<file path="src/logic/sau_pkg.sv">
// Constants and types shared by the store address unit.
// Assumes one 200 MHz core clock and an APB register port.
//
// Contract
// - Long form takes base from global base zero when y=0, one when y=1.
// - Long form runs only on data unit two, never on unit one.
// - Offset shifts left by 0, 1, 2 for byte, halfword, word stores.
// - Long form stores at base plus scaled offset; base register unchanged.
// - Long form address arithmetic is always linear; circular setup ignored.
// - Byte stores low 8 bits, halfword low 16, word all 32 bits.
// - Source comes from file A when s=0, file B when s=1.
// - Access field 011 byte, 101 halfword, 111 word.
// - Register form reads operands and writes base in first execute stage.
// - Pre-modified base is visible one cycle after issue.
// - Store data lands in memory three cycles after issue, not one.
// - Post modes send the old base; pre and offset modes send the sum.
// - Register form y=0 uses unit one and file A; y=1 unit two, file B.
// - Register form is linear, circular allowed for bases 4..7 per mode control.
package sau_pkg;

  // APB map, byte addresses
  localparam logic [11:0] REG_AMODE   = 12'h000;
  localparam logic [11:0] REG_COUNT   = 12'h004;
  localparam logic [11:0] REG_LASTADR = 12'h008;
  localparam logic [11:0] REG_FAULT   = 12'h00C;

  localparam logic [31:0] AMODE_RST   = 32'h0000_0000;
  localparam logic [31:0] ZERO_WORD   = 32'h0000_0000;

  // Addressing mode control: 2-bit field per base 4..7, A file then B file
  localparam int          AM_FLD_W    = 2;
  localparam int          AM_B_OFS    = 8;
  localparam int          AM_BK0_LSB  = 16;
  localparam int          AM_BK1_LSB  = 21;
  localparam logic [1:0]  AM_LINEAR   = 2'h0;
  localparam logic [1:0]  AM_CIRC_BK0 = 2'h1;

  // Fault register bits
  localparam int          FLT_ALIGN   = 0;
  localparam int          FLT_ACCESS  = 1;

  // Access type field
  localparam logic [2:0]  ACC_BYTE    = 3'h3;
  localparam logic [2:0]  ACC_HALF    = 3'h5;
  localparam logic [2:0]  ACC_WORD    = 3'h7;

  // Address generator mode bits
  localparam int          MD_ADD      = 0;
  localparam int          MD_POST     = 1;
  localparam int          MD_REGOFS   = 2;
  localparam int          MD_MODIFY   = 3;

  // Issue to store data landing in memory, in cycles
  localparam int          STORE_LAT   = 3;

  typedef enum logic [1:0] {SZ_BYTE, SZ_HALF, SZ_WORD} sau_size_t;

  typedef struct packed {
    logic        e2Vld;
    logic [31:0] e2Addr;
    logic [31:0] e2Data;
    logic [3:0]  e2Be;
    logic        memVld;
    logic [31:0] memAddr;
    logic [31:0] memData;
    logic [3:0]  memBe;
    logic        wbVld;
    logic        wbFileB;
    logic [4:0]  wbIdx;
    logic [31:0] wbData;
    logic [31:0] amode;
    logic [31:0] count;
    logic [31:0] lastAdr;
    logic [1:0]  fault;
    logic [31:0] rdData;
    logic        slvErr;
  } sau_state_t;

endpackage

</file>
<file path="src/logic/sau_agen_if.sv">
// Carrier between the store unit and its address generator.
// Assumes the generator is purely combinational.
`timescale 1ns/100ps
interface sau_agen_if;
  logic [31:0] base;
  logic [31:0] offset;
  logic        subtract;
  logic        circular;
  logic [4:0]  blkExp;
  logic [31:0] result;

  modport req (output base, output offset, output subtract,
               output circular, output blkExp, input result);
  modport calc (input base, input offset, input subtract,
                input circular, input blkExp, output result);
endinterface

</file>
<file path="src/logic/sau_agen.sv">
// Address arithmetic for the store unit: linear or circular add/subtract.
// Assumes the caller has already scaled the offset.
`timescale 1ns/100ps
module sau_agen
  import sau_pkg::*;
(
  // Operands and result
  sau_agen_if.calc ag
);

  logic [31:0] sum;
  logic [32:0] blkSize;
  logic [31:0] mask;

  // Circular block is 2^(N+1) bytes; upper bits of the base stay put
  always_comb begin
    sum     = ag.subtract ? ag.base - ag.offset : ag.base + ag.offset;
    blkSize = 33'h0_0000_0002 << ag.blkExp;
    mask    = 32'(blkSize - 33'h0_0000_0001);
    if (ag.circular) begin
      ag.result = (ag.base & ~mask) | (sum & mask);
    end else begin
      ag.result = sum;
    end
  end

endmodule

</file>
<file path="src/logic/sau_store_unit.sv">
// Store execution unit: effective address, source select, lane steering,
// base write-back and a small APB block for mode, count and fault status.
// Assumes operands arrive in the issue cycle from the register files and
// that the memory port accepts a write every cycle without stalling.
// Pipeline: the issue cycle computes, the base write-back is seen one cycle
// later, the memory strobe stands in the third cycle and lands at its end.
//
// Decided for this implementation: the placing of the registers and the APB interface to the registers.
`timescale 1ns/100ps
module sau_store_unit
  import sau_pkg::*;
(
  // Clock and reset
  input  wire logic        core_clk,
  input  wire logic        sys_rst,
  // Issue from the pipeline
  input  wire logic        issueValid,
  input  wire logic        issuePredTrue,
  input  wire logic        issueLongForm,
  input  wire logic        issueBaseSel,
  input  wire logic        issueSrcSel,
  input  wire logic [2:0]  issueAccess,
  input  wire logic [3:0]  issueMode,
  input  wire logic [4:0]  issueBaseIdx,
  input  wire logic [14:0] issueOffsetField,
  // Register file operands
  input  wire logic [31:0] baseValA,
  input  wire logic [31:0] baseValB,
  input  wire logic [31:0] offsetValA,
  input  wire logic [31:0] offsetValB,
  input  wire logic [31:0] srcValA,
  input  wire logic [31:0] srcValB,
  input  wire logic [31:0] globalBaseZero,
  input  wire logic [31:0] globalBaseOne,
  // Unit occupancy
  output logic             unitOneBusy,
  output logic             unitTwoBusy,
  // Base write-back
  output logic             baseWrEn,
  output logic             baseWrFileB,
  output logic [4:0]       baseWrIdx,
  output logic [31:0]      baseWrData,
  // Data memory port
  output logic             memWrEn,
  output logic [31:0]      memAddr,
  output logic [31:0]      memWrData,
  output logic [3:0]       memByteEn,
  // APB slave
  input  wire logic        psel,
  input  wire logic        penable,
  input  wire logic        pwrite,
  input  wire logic [11:0] paddr,
  input  wire logic [31:0] pwdata,
  output logic             pready,
  output logic [31:0]      prdata,
  output logic             pslverr
);

  sau_state_t s;
  sau_state_t n;

  // Address arithmetic lives in its own module, shared by both forms
  sau_agen_if ag ();

  sau_agen u_agen (
    .ag (ag.calc)
  );

  ////////////////////////////////////////////////////////////////////
  // Decode

  sau_size_t   size;
  logic        accOk;
  logic        fire;
  logic [1:0]  shAmt;
  logic [31:0] rawOffset;
  logic [31:0] scaledOffset;
  logic [31:0] srcVal;
  logic [31:0] regBase;
  logic [31:0] effAddr;
  logic        circReg;
  logic [1:0]  circFld;
  logic        misaligned;

  // Codes outside the three legal ones set a fault when the predicate is true, and store nothing
  always_comb begin
    size  = SZ_WORD;
    accOk = 1'b1;
    shAmt = 2'd2;
    case (issueAccess)
      ACC_BYTE: begin
        size  = SZ_BYTE;
        shAmt = 2'd0;
      end
      ACC_HALF: begin
        size  = SZ_HALF;
        shAmt = 2'd1;
      end
      ACC_WORD: begin
        size  = SZ_WORD;
        shAmt = 2'd2;
      end
      default: begin
        accOk = 1'b0;
      end
    endcase
  end

  // A false predicate turns the store into a no-operation
  assign fire = issueValid & issuePredTrue & accOk;

  // Source file is independent of the unit used
  assign srcVal = issueSrcSel ? srcValB : srcValA;

  ////////////////////////////////////////////////////////////////////
  // Address generation

  // The long form zero-extends its 15-bit field; the short form keeps only
  // five bits of the same field, so stale upper bits cannot leak in
  always_comb begin
    if (issueLongForm) begin
      rawOffset = {17'h0_0000, issueOffsetField};
    end else if (issueMode[MD_REGOFS]) begin
      rawOffset = issueBaseSel ? offsetValB : offsetValA;
    end else begin
      rawOffset = {27'h000_0000, issueOffsetField[4:0]};
    end
    scaledOffset = rawOffset << shAmt;
  end

  // Register form: one select bit picks unit, base file and offset file together
  assign regBase = issueBaseSel ? baseValB : baseValA;

  // Only bases 4..7 have a mode field; others are always linear
  assign circReg = (issueBaseIdx[4:2] == 3'h1);
  // File A fields start at bit 0, file B fields right after them
  assign circFld = s.amode[(issueBaseSel ? AM_B_OFS : 0)
                           + issueBaseIdx[1:0] * AM_FLD_W +: AM_FLD_W];

  // The long form never looks at the mode control, so a circular setup left
  // by software for other bases cannot bend its address
  always_comb begin
    if (issueLongForm) begin
      ag.base     = issueBaseSel ? globalBaseOne : globalBaseZero;
      ag.offset   = scaledOffset;
      ag.subtract = 1'b0;
      ag.circular = 1'b0;
      ag.blkExp   = 5'h00;
    end else begin
      ag.base     = regBase;
      ag.offset   = scaledOffset;
      ag.subtract = ~issueMode[MD_ADD];
      ag.circular = circReg & (circFld != AM_LINEAR);
      ag.blkExp   = (circFld == AM_CIRC_BK0) ? s.amode[AM_BK0_LSB +: 5]
                                             : s.amode[AM_BK1_LSB +: 5];
    end
  end

  // Post modes hand the unmodified base to memory
  always_comb begin
    if (!issueLongForm && issueMode[MD_MODIFY] && issueMode[MD_POST]) begin
      effAddr = regBase;
    end else begin
      effAddr = ag.result;
    end
  end

  // Software is expected to align; a slip is recorded, not corrected
  always_comb begin
    case (size)
      SZ_HALF: misaligned = effAddr[0];
      SZ_WORD: misaligned = effAddr[1:0] != 2'h0;
      default: misaligned = 1'b0;
    endcase
  end

  ////////////////////////////////////////////////////////////////////
  // Byte lane steering

  // Data is replicated across lanes so memory needs only the byte enables;
  // a misaligned address still steers by its low bits
  logic [31:0] laneData;
  logic [3:0]  laneBe;

  genvar lane;
  generate
    for (lane = 0; lane < 4; lane++) begin : g_lane
      always_comb begin
        case (size)
          SZ_BYTE: begin
            laneData[lane*8 +: 8] = srcVal[7:0];
            laneBe[lane]          = (effAddr[1:0] == 2'(lane));
          end
          SZ_HALF: begin
            laneData[lane*8 +: 8] = srcVal[(lane % 2)*8 +: 8];
            laneBe[lane]          = (effAddr[1] == 1'(lane / 2));
          end
          default: begin
            laneData[lane*8 +: 8] = srcVal[lane*8 +: 8];
            laneBe[lane]          = 1'b1;
          end
        endcase
      end
    end
  endgenerate

  ////////////////////////////////////////////////////////////////////
  // Unit occupancy

  // The long form is forced onto unit two whatever was requested
  // A refused store still occupies its unit, since the issue slot was used
  always_comb begin
    unitOneBusy = 1'b0;
    unitTwoBusy = 1'b0;
    if (issueValid) begin
      if (issueLongForm) begin
        unitTwoBusy = 1'b1;
      end else begin
        unitOneBusy = ~issueBaseSel;
        unitTwoBusy = issueBaseSel;
      end
    end
  end

  ////////////////////////////////////////////////////////////////////
  // Next state

  // Register map: mode control, store count, last address (read only) and
  // fault flags (write one to clear). Reads are captured in the setup cycle,
  // so the access cycle can answer at once with no wait state.
  logic apbSetup;
  logic apbWrite;

  assign apbSetup = psel & ~penable;
  assign apbWrite = psel & penable & pwrite;

  always_comb begin
    n = s;
    // Fields not named below hold their value

    // Second execute stage holds the store
    n.e2Vld  = fire;
    n.e2Addr = effAddr;
    n.e2Data = laneData;
    n.e2Be   = laneBe;

    // Third stage drives the memory write; data lands at the next edge
    n.memVld  = s.e2Vld;
    n.memAddr = s.e2Addr;
    n.memData = s.e2Data;
    n.memBe   = s.e2Be;

    // Base update is written in the issue stage, seen one cycle later
    n.wbVld   = fire & ~issueLongForm & issueMode[MD_MODIFY];
    n.wbFileB = issueBaseSel;
    n.wbIdx   = issueBaseIdx;
    n.wbData  = ag.result;

    // A software write to the counter in the same cycle takes precedence
    if (fire) begin
      n.count   = s.count + 32'h0000_0001;
      n.lastAdr = effAddr;
    end

    // Register writes; hardware set wins over a clear in the same cycle
    if (apbWrite) begin
      case (paddr)
        REG_AMODE: n.amode = pwdata;
        REG_COUNT: n.count = pwdata;
        REG_FAULT: n.fault = s.fault & ~pwdata[1:0];
        default:   n.amode = s.amode;
      endcase
    end
    if (fire && misaligned) begin
      n.fault[FLT_ALIGN] = 1'b1;
    end
    if (issueValid && issuePredTrue && !accOk) begin
      n.fault[FLT_ACCESS] = 1'b1;
    end

    // Read data and error are captured in the setup cycle
    // An unmapped read returns zero and flags an error in the access cycle
    if (apbSetup) begin
      n.slvErr = 1'b0;
      case (paddr)
        REG_AMODE:   n.rdData = s.amode;
        REG_COUNT:   n.rdData = s.count;
        REG_LASTADR: n.rdData = s.lastAdr;
        REG_FAULT:   n.rdData = {30'h0000_0000, s.fault};
        default: begin
          n.rdData = ZERO_WORD;
          n.slvErr = 1'b1;
        end
      endcase
    end
  end

  ////////////////////////////////////////////////////////////////////
  // State register

  // Every field has an explicit reset value so no unknown leaks out
  always_ff @(posedge core_clk or posedge sys_rst) begin
    if (sys_rst) begin
      s.e2Vld   <= 1'b0;
      s.e2Addr  <= ZERO_WORD;
      s.e2Data  <= ZERO_WORD;
      s.e2Be    <= 4'h0;
      s.memVld  <= 1'b0;
      s.memAddr <= ZERO_WORD;
      s.memData <= ZERO_WORD;
      s.memBe   <= 4'h0;
      s.wbVld   <= 1'b0;
      s.wbFileB <= 1'b0;
      s.wbIdx   <= 5'h00;
      s.wbData  <= ZERO_WORD;
      s.amode   <= AMODE_RST;
      s.count   <= ZERO_WORD;
      s.lastAdr <= ZERO_WORD;
      s.fault   <= 2'h0;
      s.rdData  <= ZERO_WORD;
      s.slvErr  <= 1'b0;
    end else begin
      s <= n;
    end
  end

  ////////////////////////////////////////////////////////////////////
  // Outputs

  // Data outputs come straight from flip-flops
  assign baseWrEn    = s.wbVld;
  assign baseWrFileB = s.wbFileB;
  assign baseWrIdx   = s.wbIdx;
  assign baseWrData  = s.wbData;

  assign memWrEn   = s.memVld;
  assign memAddr   = s.memAddr;
  assign memWrData = s.memData;
  assign memByteEn = s.memBe;

  // Single access cycle: answer is ready as soon as penable rises
  assign pready  = psel & penable;
  assign prdata  = s.rdData;
  assign pslverr = psel & penable & s.slvErr;

endmodule

</file>
<file path="config.mk">
export PLATFORM = sky130hd
export DESIGN_NAME = sau_store_unit
export DESIGN_NICKNAME = d
export VERILOG_FILES = /design/src/logic/sau_pkg.sv /design/src/logic/sau_agen_if.sv /design/src/logic/sau_agen.sv /design/src/logic/sau_store_unit.sv
export SDC_FILE = /design/constraint.sdc
export NUM_CORES = 1
export LEC_CHECK = 0
export BUFFER_PORTS_ARGS = -buffer_cell sky130_fd_sc_hd__buf_2
export CAP_MARGIN = 20
export CORE_MARGIN = 2
export CORE_UTILIZATION = 40
export CTS_BUF_LIST = sky130_fd_sc_hd__clkbuf_8 sky130_fd_sc_hd__clkbuf_16
export DETAILED_ROUTE_END_ITERATION = 7
export GPL_TIMING_DRIVEN = 0
export PLACE_DENSITY = 0.66
export SYNTH_ARGS = -nofsm -noshare
export SYNTH_HDL_FRONTEND = slang
export SYNTH_SLANG_ARGS = --single-unit
</file>
<file path="constraint.sdc">
create_clock -name core_clk -period 10.6 [get_ports core_clk]
set_input_delay 1.06 -clock core_clk [delete_from_list [all_inputs] [get_ports core_clk]]
set_output_delay 1.06 -clock core_clk [all_outputs]
set_load 0.1 [all_outputs]
</file>
=== After elaboration in Yosys (flattened, before gate mapping) ===
Index checks and enable logic that the tools add are counted.

* Shifts and indexed selects: 3
* Magnitude comparators: 0
* Bitwise logic cells: 20
* Muxes and demuxes: 38
* Div/mod/pow operators: 0
* Equality and inequality tests: 13
* Add/subtract/negate cells: 5
* Multipliers: 0
* Reduce and logical (&&, ||, !) cells: 22

{| class="wikitable"
|+ Operator list
! cell !! count
|-
| 32-bit 2-to-1 mux || 12
|-
| 32-bit case mux with 4 select lines || 1
|-
| 32-bit bitwise AND || 2
|-
| 64-bit 2-to-1 mux || 1
|-
| 32-bit by 1-bit adder with 32-bit output (second input constant) || 1
|-
| 32-bit adder || 1
|-
| 32-bit NOT || 1
|-
| 32-bit bitwise OR || 1
|-
| 32-bit by 6-bit variable part select with 2-bit output || 1
|-
| 2-bit by 5-bit << shifter with 32-bit output (first input constant) || 1
|-
| 32-bit by 2-bit << shifter with 32-bit output || 1
|-
| 32-bit by 1-bit subtractor with 32-bit output (second input constant) || 1
|-
| 32-bit subtractor || 1
|-
| 12-bit by 4-bit equality test with 1-bit output (second input constant) || 2
|-
| 8-bit 2-to-1 mux || 2
|-
| 8-bit case mux with 2 select lines || 1
|-
| 12-bit by 3-bit equality test with 1-bit output (second input constant) || 1
|-
| 12-bit logical NOT || 1
|-
| 2-bit nonzero test || 6
|-
| 1-bit 2-to-1 mux || 10
|-
| 5-bit 2-to-1 mux || 2
|-
| 1-bit case mux with 2 select lines || 5
|-
| 1-bit bitwise AND || 9
|-
| 2-bit by 1-bit equality test with 1-bit output (second input constant) || 3
|-
| 18 further kinds || 34
|}

* Bits in read-only memories: 0
* Logic and storage cells: 120
* RAM bits: 0
* Memories: 0
* Bits of input ports: 337
* Latch bits: 0
* Output and inout bits: 144
* Register bits: 308

=== Depth between registers and ports, before layout ===
Gate-level depths: netlist of run 1.

* Depth in word-level cells: 18
* Gate-level depth with buffers: 26

=== Modules after synthesis ===
A second synthesis of run 1 with hierarchy kept.

* Cell total of the unflattened synthesis: 1911
* Area total of the unflattened synthesis: 18166.2 um2

{| class="wikitable"
|+ By module, submodules not included
! module !! cells each !! area each (um2) !! instances
|-
| sau_store_unit || 1426 || 14980.6 || 1
|-
| sau_agen || 485 || 3185.6 || 1
|}

=== Worst setup path after synthesis of run 1 ===
Ideal clock, no wire load.

* Kind: input to register
* Start point: in issueBaseSel
* End point: reg s[61] (netlist bit)
* Data arrival time: 5950 ps
* Stages on the path: 23
* Required time: 10465 ps
* Library setup time: 135 ps
* Buffers on the path: 7
* Slack: 4515 ps
* Cell sequence: buf_6 -> buf_2 -> buf_2 -> buf_1 -> buf_2 -> buf_2 -> buf_1 -> mux2i_1 -> nand2_1 -> o21ai_0 -> ha_1 -> inv_1 -> fa_1 -> a21o_1 -> a21oi_1 -> o21bai_1 -> a221o_1 -> nand3_1 -> a41oi_1 -> a221oi_1 -> xnor2_1 -> a211oi_1 -> o31ai_1

* Longest elaborated chain between the ends: 13
* Elaborated cells on any way between the ends: 27
* Those cells by class: add/sub: 4; eq/ne: 1; shift: 3; mux: 13; bitwise: 5; reduce/logical: 1

{| class="wikitable"
|+ RTL lines
! element !! RTL line !! RTL
|-
| start: declaration || sau_store_unit.sv:20 || <nowiki>input wire logic issueBaseSel,</nowiki>
|-
| 4-bit 2-to-1 mux || sau_store_unit.sv:137 || <nowiki>assign circFld = s.amode[(issueBaseSel ? AM_B_OFS : 0)</nowiki>
|-
| 4-bit by 3-bit adder with 5-bit output || sau_store_unit.sv:138 || <nowiki>+ issueBaseIdx[1:0] * AM_FLD_W +: AM_FLD_W];</nowiki>
|-
| 32-bit by 6-bit variable part select with 2-bit output || sau_store_unit.sv:137 ||
|-
| 2-bit by 1-bit equality test with 1-bit output || sau_store_unit.sv:154 || <nowiki>ag.blkExp = (circFld == AM_CIRC_BK0) ? s.amode[AM_BK0_LSB +: 5]</nowiki>
|-
| 5-bit 2-to-1 mux || sau_store_unit.sv:154 ||
|-
| 5-bit 2-to-1 mux || sau_store_unit.sv:143 || <nowiki>if (issueLongForm) begin</nowiki>
|-
| 2-bit by 5-bit << shifter with 32-bit output || sau_agen.sv:18 || <nowiki>blkSize = 33'h0_0000_0002 << ag.blkExp;</nowiki>
|-
| 32-bit by 1-bit subtractor with 32-bit output || sau_agen.sv:19 || <nowiki>mask = 32'(blkSize - 33'h0_0000_0001);</nowiki>
|-
| 32-bit NOT || sau_agen.sv:21 || <nowiki>ag.result = (ag.base & ~mask) | (sum & mask);</nowiki>
|-
| 32-bit bitwise AND || sau_agen.sv:21 ||
|-
| 32-bit bitwise OR || sau_agen.sv:21 ||
|-
| 32-bit 2-to-1 mux || sau_agen.sv:20 || <nowiki>if (ag.circular) begin</nowiki>
|-
| 32-bit 2-to-1 mux (*) || sau_store_unit.sv:161 || <nowiki>if (!issueLongForm && issueMode[MD_MODIFY] && issueMode[MD_POST]) begin</nowiki>
|-
| end signal: assignment || sau_store_unit.sv:323 || <nowiki>s <= n;</nowiki>
|-
| end: declaration || sau_store_unit.sv:59 || <nowiki>sau_state_t s;</nowiki>
|}

Mark *: on every way between the ends. The rest lies on a longest branch, timed or not.
A chain may end at the register's enable or synchronous reset.

=== Worst setup path after layout of run 1 ===
Same ends and word-level chain as after synthesis.

==> results.md, run 1 <==
- Outcome: finished, final reports clean
- Row cnt: around 80
- Syn Area/Cell: approximately 9.5 um2
- CTS H-tree depth: 2
- CTS tree: done
- Overflow after GRT: 0
- Rel. slew slack: 0.2030
- Number of setup buffers added after CTS: 0
- Slew at the pin with the worst max-slew slack: 1195 ps
- Vias in the first global route: 16613
- Die area: 0.04859 mm2
- Kind of critical path: input pin to register
- Initial DRC count: ~1600
- Power per cell area: around 220 mW/mm2
- Post-route insts no fill: roughly 3100
- Hold buffer count at cts: 0
- Detailed Routing Iterations Pass 1: 7
- Die height: approximately 220 um
- Worst setup margin: 2147 ps
- Cell count after synthesis: between 1500 and 2000
- Max-Cap Viols: 0
- Post-synth EDFFs: 0
- Via count: around 17000
- Pins Over Slew Limit: 0
- Initial Utilization: 0.4042
- Antenna Nets Post-Route: 0
- Top cells by count, synth: dfrtp_1 (308), nand2_1 (187), nor2_1 (162)
- Via-to-Cell Ratio: 5.617
- Achievable frequency: roughly 0.12 GHz
- RSZ-0062 raised after global routing: false
- Layout cells sized above 1: 0.3264
- Yosys cell types: 87
- Endpoints failing hold: 0
- Area Overhead vs Synth: 23.38%
- Clk sinks: 308
- Post-CTS Resized: 0
- Hold Crit Class: register to register
- Period utilisation layout: 0.7975
- Synth Flop Type: dfrtp_1
- Type of origin of the critical path: input pin
- Most common cell in the netlist: dfrtp_1
- Die Wd: approximately 220 um
- Gate power share: 0.455
- Mean routed wirelength per cell: about 24 um
- Top cell type by total area after synthesis: dfrtp_1
- Final nets: between 2000 and 3000
- Leak Pwr: around 11 nW
- Syn nets: approximately 2300
- Clk pwr share: 0.238
- Area contributors post-synth: dfrtp_1 (41%), mux2i_1 (6.0%), buf_4 (5.6%), mux2_2 (4.7%), a21oi_1 (4.3%)
- Critical Path Sink Type: register
- GPL Wtd Cong: 0.9545
- Worst Skew: between 20 and 30 ps
- Clk buf depth: 3
- Clock Latency Late Sink: around 550 ps
- Period minus WS final: around 8500 ps
- Net Sw Frac: 0.4590
- Place WS: 1753 ps
- Synthesized area: about 0.019 mm2
- Post-DP HPWL: about 60000 um
- Total Routed Length: 76120 um
- Total power draw: 0.005061 W
- Seq cells post-synth: around 310
- Cts bufs inserted: 35
- Sequential Power Share: 0.307
- Num ports: 481
- Yosys top cell area share: 0.4113
- Clk root buf: clkbuf_16
- CORE AREA: 0.04636 mm2
- Yosys Warn Count: 0
- Crit-path max FO: 10
- Cell Area, Placed: between 0.02 and 0.025 mm2
- Global-route wire length before repair: about 110000 um
- Largest net degree at the start of global routing: around 110
- Synth async-reset ratio: 1.000
- Placed instance count: about 3100
- Int Pwr: approximately 0.0027 W
- Sequential area share after synthesis: 0.4113
- Final setup viols: 0
- Port Buffers: around 480
- Clock Pin Slew Worst Setup and Hold Paths: around 60 ps
- Finished Cell Area: between 0.02 and 0.025 mm2
- All-Layer GR Usage: 0.3039
- VDD IR-drop max: about 0.34 mV
- CP arrival: 8850 ps
- Req. time, crit path: about 11000 ps
- Initial antenna violation count: 7
- Sw Pwr: about 0.0023 W
- DRC viols: 0
-- power groups by stage --
stage / sequential (W) / clock [W] / combinational, W
global placement: 0.00157 / 0 / 0.00227
detailed placement: 0.00157 / 0 / 0.00228
CTS: 0.00155 / 0.00122 / 0.00229
finish: 0.00155 / 0.00121 / 0.00230
floorplan: 0.00152 / 0 / 0.00177
global route: 0.00158 / 0.00127 / 0.00240
-- worst max-delay path: stages --
cell	delay, ps
buf_2	150
buf_6	220
buf_2	350
buf_2	340
buf_1	810
buf_2	690
buf_2	490
buf_1	450
mux2i_1	340
nand2_1	90
o21ai_0	120
ha_1	230
inv_1	60
fa_1	410
a21o_1	170
a21oi_1	210
o21bai_1	200
a221o_1	460
nand3_1	160
a41oi_1	320
a221oi_1	760
xnor2_1	210
a211oi_1	390
o31ai_1	110
-- stage by stage --
step	TNS, ps	hold WS [ps]	utilization
floorplan	0	331.2	-
global placement	-689940	331.4	0.4721
detailed placement	0	334.7	0.4741
CTS	0	341.8	0.4985
global route	0	346.8	0.4987
finish	0	338.9	0.4987
-- registers in the layout, indices dropped and copies added (netlist names) --
signal	cells
baseWrData	32
n	69
baseWrIdx	5
memByteEn	4
memAddr	32
baseWrEn	1
prdata	32
baseWrFileB	1
memWrData	32
s	99
memWrEn	1
-- metal layers --
layer  track usage  up-vias  wire length (um)
li1              -     7927                 -
met1        0.4304     8653             33260
met2        0.4740      793             34870
met3       0.04962      123              5486
met4        0.1002        0              2503
met5             0        -                 0
-- cells by family after synthesis --
group | share of synthesized area
AOI/OAI and AO/OA | 0.1720
and+or+nand+nor | 0.1297
muxes | 0.1333
buffers and inverters | 0.08687
adders and majority gates | 0.02377
DFF | 0.4113
xor gates and xnor gates | 0.04294
-- final timing paths --
check / startpoint / endpoint / slack (ps) / depth (start not counted)
min reg2reg: n[230] / memAddr[24] / 340 / 0
max in group asynchronous: sys_rst / n[218] / 8450 / 4
max: issueBaseSel / s[61] / 2150 / 24
max reg2reg: s[113] / s[48] / 5060 / 16
min: n[230] / memAddr[24] / 340 / 0
min in group asynchronous: sys_rst / memWrData[22] / 620 / 2
-- placed cells by master (no fill, tap or decap), drive strengths merged, types with 6 or more instances in the layout --
cell type  instances
buf              667
dfrtp            308
nand2            188
nor2             163
a21oi            160
o21ai            121
mux2i            115
clkbuf           103
mux2              85
xnor2             54
o31ai             40
inv               40
xor2              37
nor2b             36
a211oi            34
ha                34
nand3             32
and3              26
o221ai            23
nor3              22
a21o              20
mux4              16
o211ai            13
a31oi             13
a22oi             11
o21a              11
nand4             11
a221oi             9
and2               8
nand2b             7
clkinv             7
nand3b             6
o22ai              6
-- cell type report --
cell class              count  area (um2)
fillers                  4390       23240
multi-input cells        1375        9409
flip-flops and latches    308        7707
repair buffers            482        2474
plain buffers             247        1496
clock buffers              41       969.7
well taps                 607       759.5
clock inverters            18       158.9
inverters                  35       138.9
diodes                      2       5.005
No activity file was read; power rests on OpenSTA's default activity.
==> run 2: changes to the inputs <==
Settings changed: PLACE_DENSITY 0.66 to 0.69.
Clock period 10.6 ns to 7 ns, I/O delays scaled along.
==> run 2 against run 1 <==
Effect of this change:
- first-iteration DRC count decreased by 10%
- largest cell class unchanged
- clock power grew 54%
- worst setup slack worse by 1800 ps
- critical endpoint is now n[232]
- critical path depth shrank 5
- total power grew 52%
- non-clock buffer count increased by 1
- routed wire length fell by 1.5%
- hold slack worse by 62 ps
- clock skew is 7.4 ps higher
- die area stayed put
==> results.md, run 2 (synthesis gave the netlist of run 1 again) <==
- Cell chain of the critical path: buf_2, buf_4, clkbuf_1, buf_1, clkbuf_2, buf_1, nor2_1, a21oi_1, ha_1, a21o_1, a21o_1, a21o_1, a21o_1, a21oi_1, a41oi_1, a221oi_2, xnor2_1, a211oi_1, nor2_1
- CTS tree: done
- Clk buf depth: 3 (unchanged)
- Antenna Nets Post-Route: 0 (unchanged)
- Worst setup margin: 299.8 ps (-1847 ps)
- Critical Path Sink Type: register
- Post-DP HPWL: 61370 um (+0.29%)
- Num ports: 481 (unchanged)
- Origin of the worst setup path: issueLongForm
- Global-route wire length before repair: 107100 um (about the same)
- Via count: 17527 (+0.18%)
- Vias in the first global route: 16618 (+0.030%)
- Commonest non-fill, non-tap cells in the layout: buf_2 (492), dfrtp_1 (308), nand2_1 (187), nor2_1 (162), a21oi_1 (160)
- R2r setup slk: 1450 ps (-3610 ps)
- Top reg by flops: s
- CTS H-tree depth: 2 (unchanged)
- All-Layer GR Usage: 0.3019 (-0.001978)
- Final setup viols: 0 (unchanged)
- Die Wd: 220.4 um (unchanged)
- Mean routed wirelength per cell: 24.00 um (-1.8%)
- FF-to-FF Start: s[107]
- # fillers: 4324 (-1.5%)
- Final nets: 2857 (+0.035%)
- Clk sinks: 308 (unchanged)
- DRC viols: 0 (unchanged)
- CP dominant cell by count: a21o_1
- CORE AREA: 0.04636 mm2 (unchanged)
- Clock Pin Slew Worst Setup and Hold Paths: 60 ps (about the same)
- Detailed Routing Iterations Pass 1: 5 (-2)
- Total Routed Length: 74960 um (-1.5%)
- Initial DRC count: 1433 (-10%)
- R2R Path End: s[48]
- Worst path slowest cell: a21oi_1
- Period utilisation layout: 0.9572
- Req. time, crit path: 7410 ps (-3590 ps)
- Via-to-Cell Ratio: 5.612 (about the same)
- Die area: 0.04859 mm2 (unchanged)
- Port Buffers: 477 (unchanged)
- Pins Over Slew Limit: 0 (unchanged)
- Row cnt: 79 (unchanged)
- Slew at the pin with the worst max-slew slack: 1109 ps (-86.92 ps)
- Worst hold margin: 277.0 ps (-61.89 ps)
- Initial antenna violation count: 9 (+2)
- Kind of critical path: input pin to register
- Setup TNS: 0 ps (unchanged)
- GPL Wtd Cong: 0.9739 (+2.0%)
- Place WS: -1769 ps (-3522 ps)
- Largest register FFs: 99 (unchanged)
- Type of origin of the critical path: input pin
- Outcome: finished, final reports clean
- Worst r2r path cells: 16 (unchanged)
- Area Overhead vs Synth: 24.16%
- Max-Cap Viols: 0 (unchanged)
- Cell Area, Placed: 0.02208 mm2 (+0.46%)
- Clk root buf: clkbuf_16
- CP delay by family, top: compound AO/OA/AOI/OAI gates
- VDD IR-drop max: 0.5479 mV (+62%)
- Power per cell area: 330.8 mW/mm2 (+51%)
- Achievable frequency: ~0.15 GHz
- Finished Cell Area: 0.02326 mm2 (+0.63%)
- Rel. slew slack: 0.2547 (+0.05163)
- Clock Latency Late Sink: 560 ps (about the same)
- Critical Path Max Stage Delay: 680 ps (-130 ps)
- Period minus WS final: roughly 6700 ps
- Layout cells sized above 1: 0.3279 (+0.001472)
- Largest net degree at the start of global routing: 43 (-62%)
- Die height: 220.4 um (unchanged)
- CP arrival: 7110 ps (-1740 ps)
- Crit-path max FO: 19 (+9)
- Commonest non-fill, non-tap cell in the layout: buf_2
- Cts bufs inserted: 35 (unchanged)
- RSZ-0062 raised after global routing: false
- Endpoints failing hold: 0 (unchanged)
- Hold Crit Class: input pin to asynchronous set/reset pin
- Worst Skew: 36.44 ps (+7.434 ps)
- Initial Utilization: 0.4042 (unchanged)
- Overflow after GRT: 0 (unchanged)
- Leak Pwr: 11.04 nW (+0.89%)
- Crit path buffers/inverters: 6 (-3)
run 2: cell count changes in the layout (fill, tap and decap cells not counted), moves of 2 or more:
cell / previous run / this run
clkinvlp_4: 4 / 2
clkbuf_8: 5 / 3
bufinv_16: 2 / 4
buf_1: 26 / 23
buf_2: 494 / 492
clkbuf_2: 1 / 3
buf_4: 140 / 142
inv_1: 38 / 46
buf_12: 0 / 8
buf_16: 2 / 0
diode_2: 2 / 6
clkbuf_1: 61 / 57
clkinv_2: 5 / 2
run 2: how the worst max path moves through the flow:
stage                     endpoint  slack (ps)  depth (start not counted)
after floorplan              s[61]        1280                         23
after global placement      n[232]       -1810                         24
after detailed placement    n[232]       -1770                         20
after CTS                   n[232]          80                         19
after global routing         s[64]           3                         26
final                       n[232]         300                         19
run 2: cell type report:
class	instances	area, um2	share of cell area
multi-input cells	1375	9420	0.4049
clock buffers	38	917.1	0.03942
inverters	35	135.1	0.005808
well taps	607	759.5	0.03264
plain buffers	243	1490	0.06405
clock inverters	24	247.7	0.01065
flip-flops and latches	308	7707	0.3313
diodes	6	15.01	0.0006454
repair buffers	487	2572	0.1106
run 2: power breakdown:
part | total, W | internal, W | switching (W)
sequential | 0.00235 | 0.00217 | 0.000183
clock | 0.00186 | 0.00110 | 0.000765
combinational | 0.00348 | 0.000923 | 0.00256
run 2: worst reg2reg max path: cells and delay by family (launching register included):
family / cells / cell delay, ps
simple gates: 5 / 1640
buf+inv: 3 / 760
flops: 1 / 410
compound gates: 5 / 1470
fa+ha+maj: 1 / 240
mux: 2 / 870
run 2: per-layer routing:
layer  wire, um  GRT usage  vias up  part of all wire
li1           -          -     7959                 -
met1      32120     0.4199     8679              0.43
met2      34720     0.4718      770              0.46
met3       5762    0.05993      119             0.077
met4       2359    0.09978        0             0.031
met5          0          0        -                 0
run 2: repair_timing:
item                       4_1_cts  5_1_grt
buffers inserted                 0        0
resized for setup                4        6
setup endpoints to repair       65       13
hold endpoints to repair         0        0
hold buffers                     0        0
gates cloned                     0        0
run 2: through the flow:
stage / std cells / util / total power, W
finish: 3123 / 0.5018 / 0.007696
global route: 3121 / 0.5017 / 0.007995
CTS: 3119 / 0.5015 / 0.007710
detailed placement: 3059 / 0.4763 / 0.005829
global placement: 3049 / 0.4722 / 0.005799
floorplan: 1965 / - / 0.004975
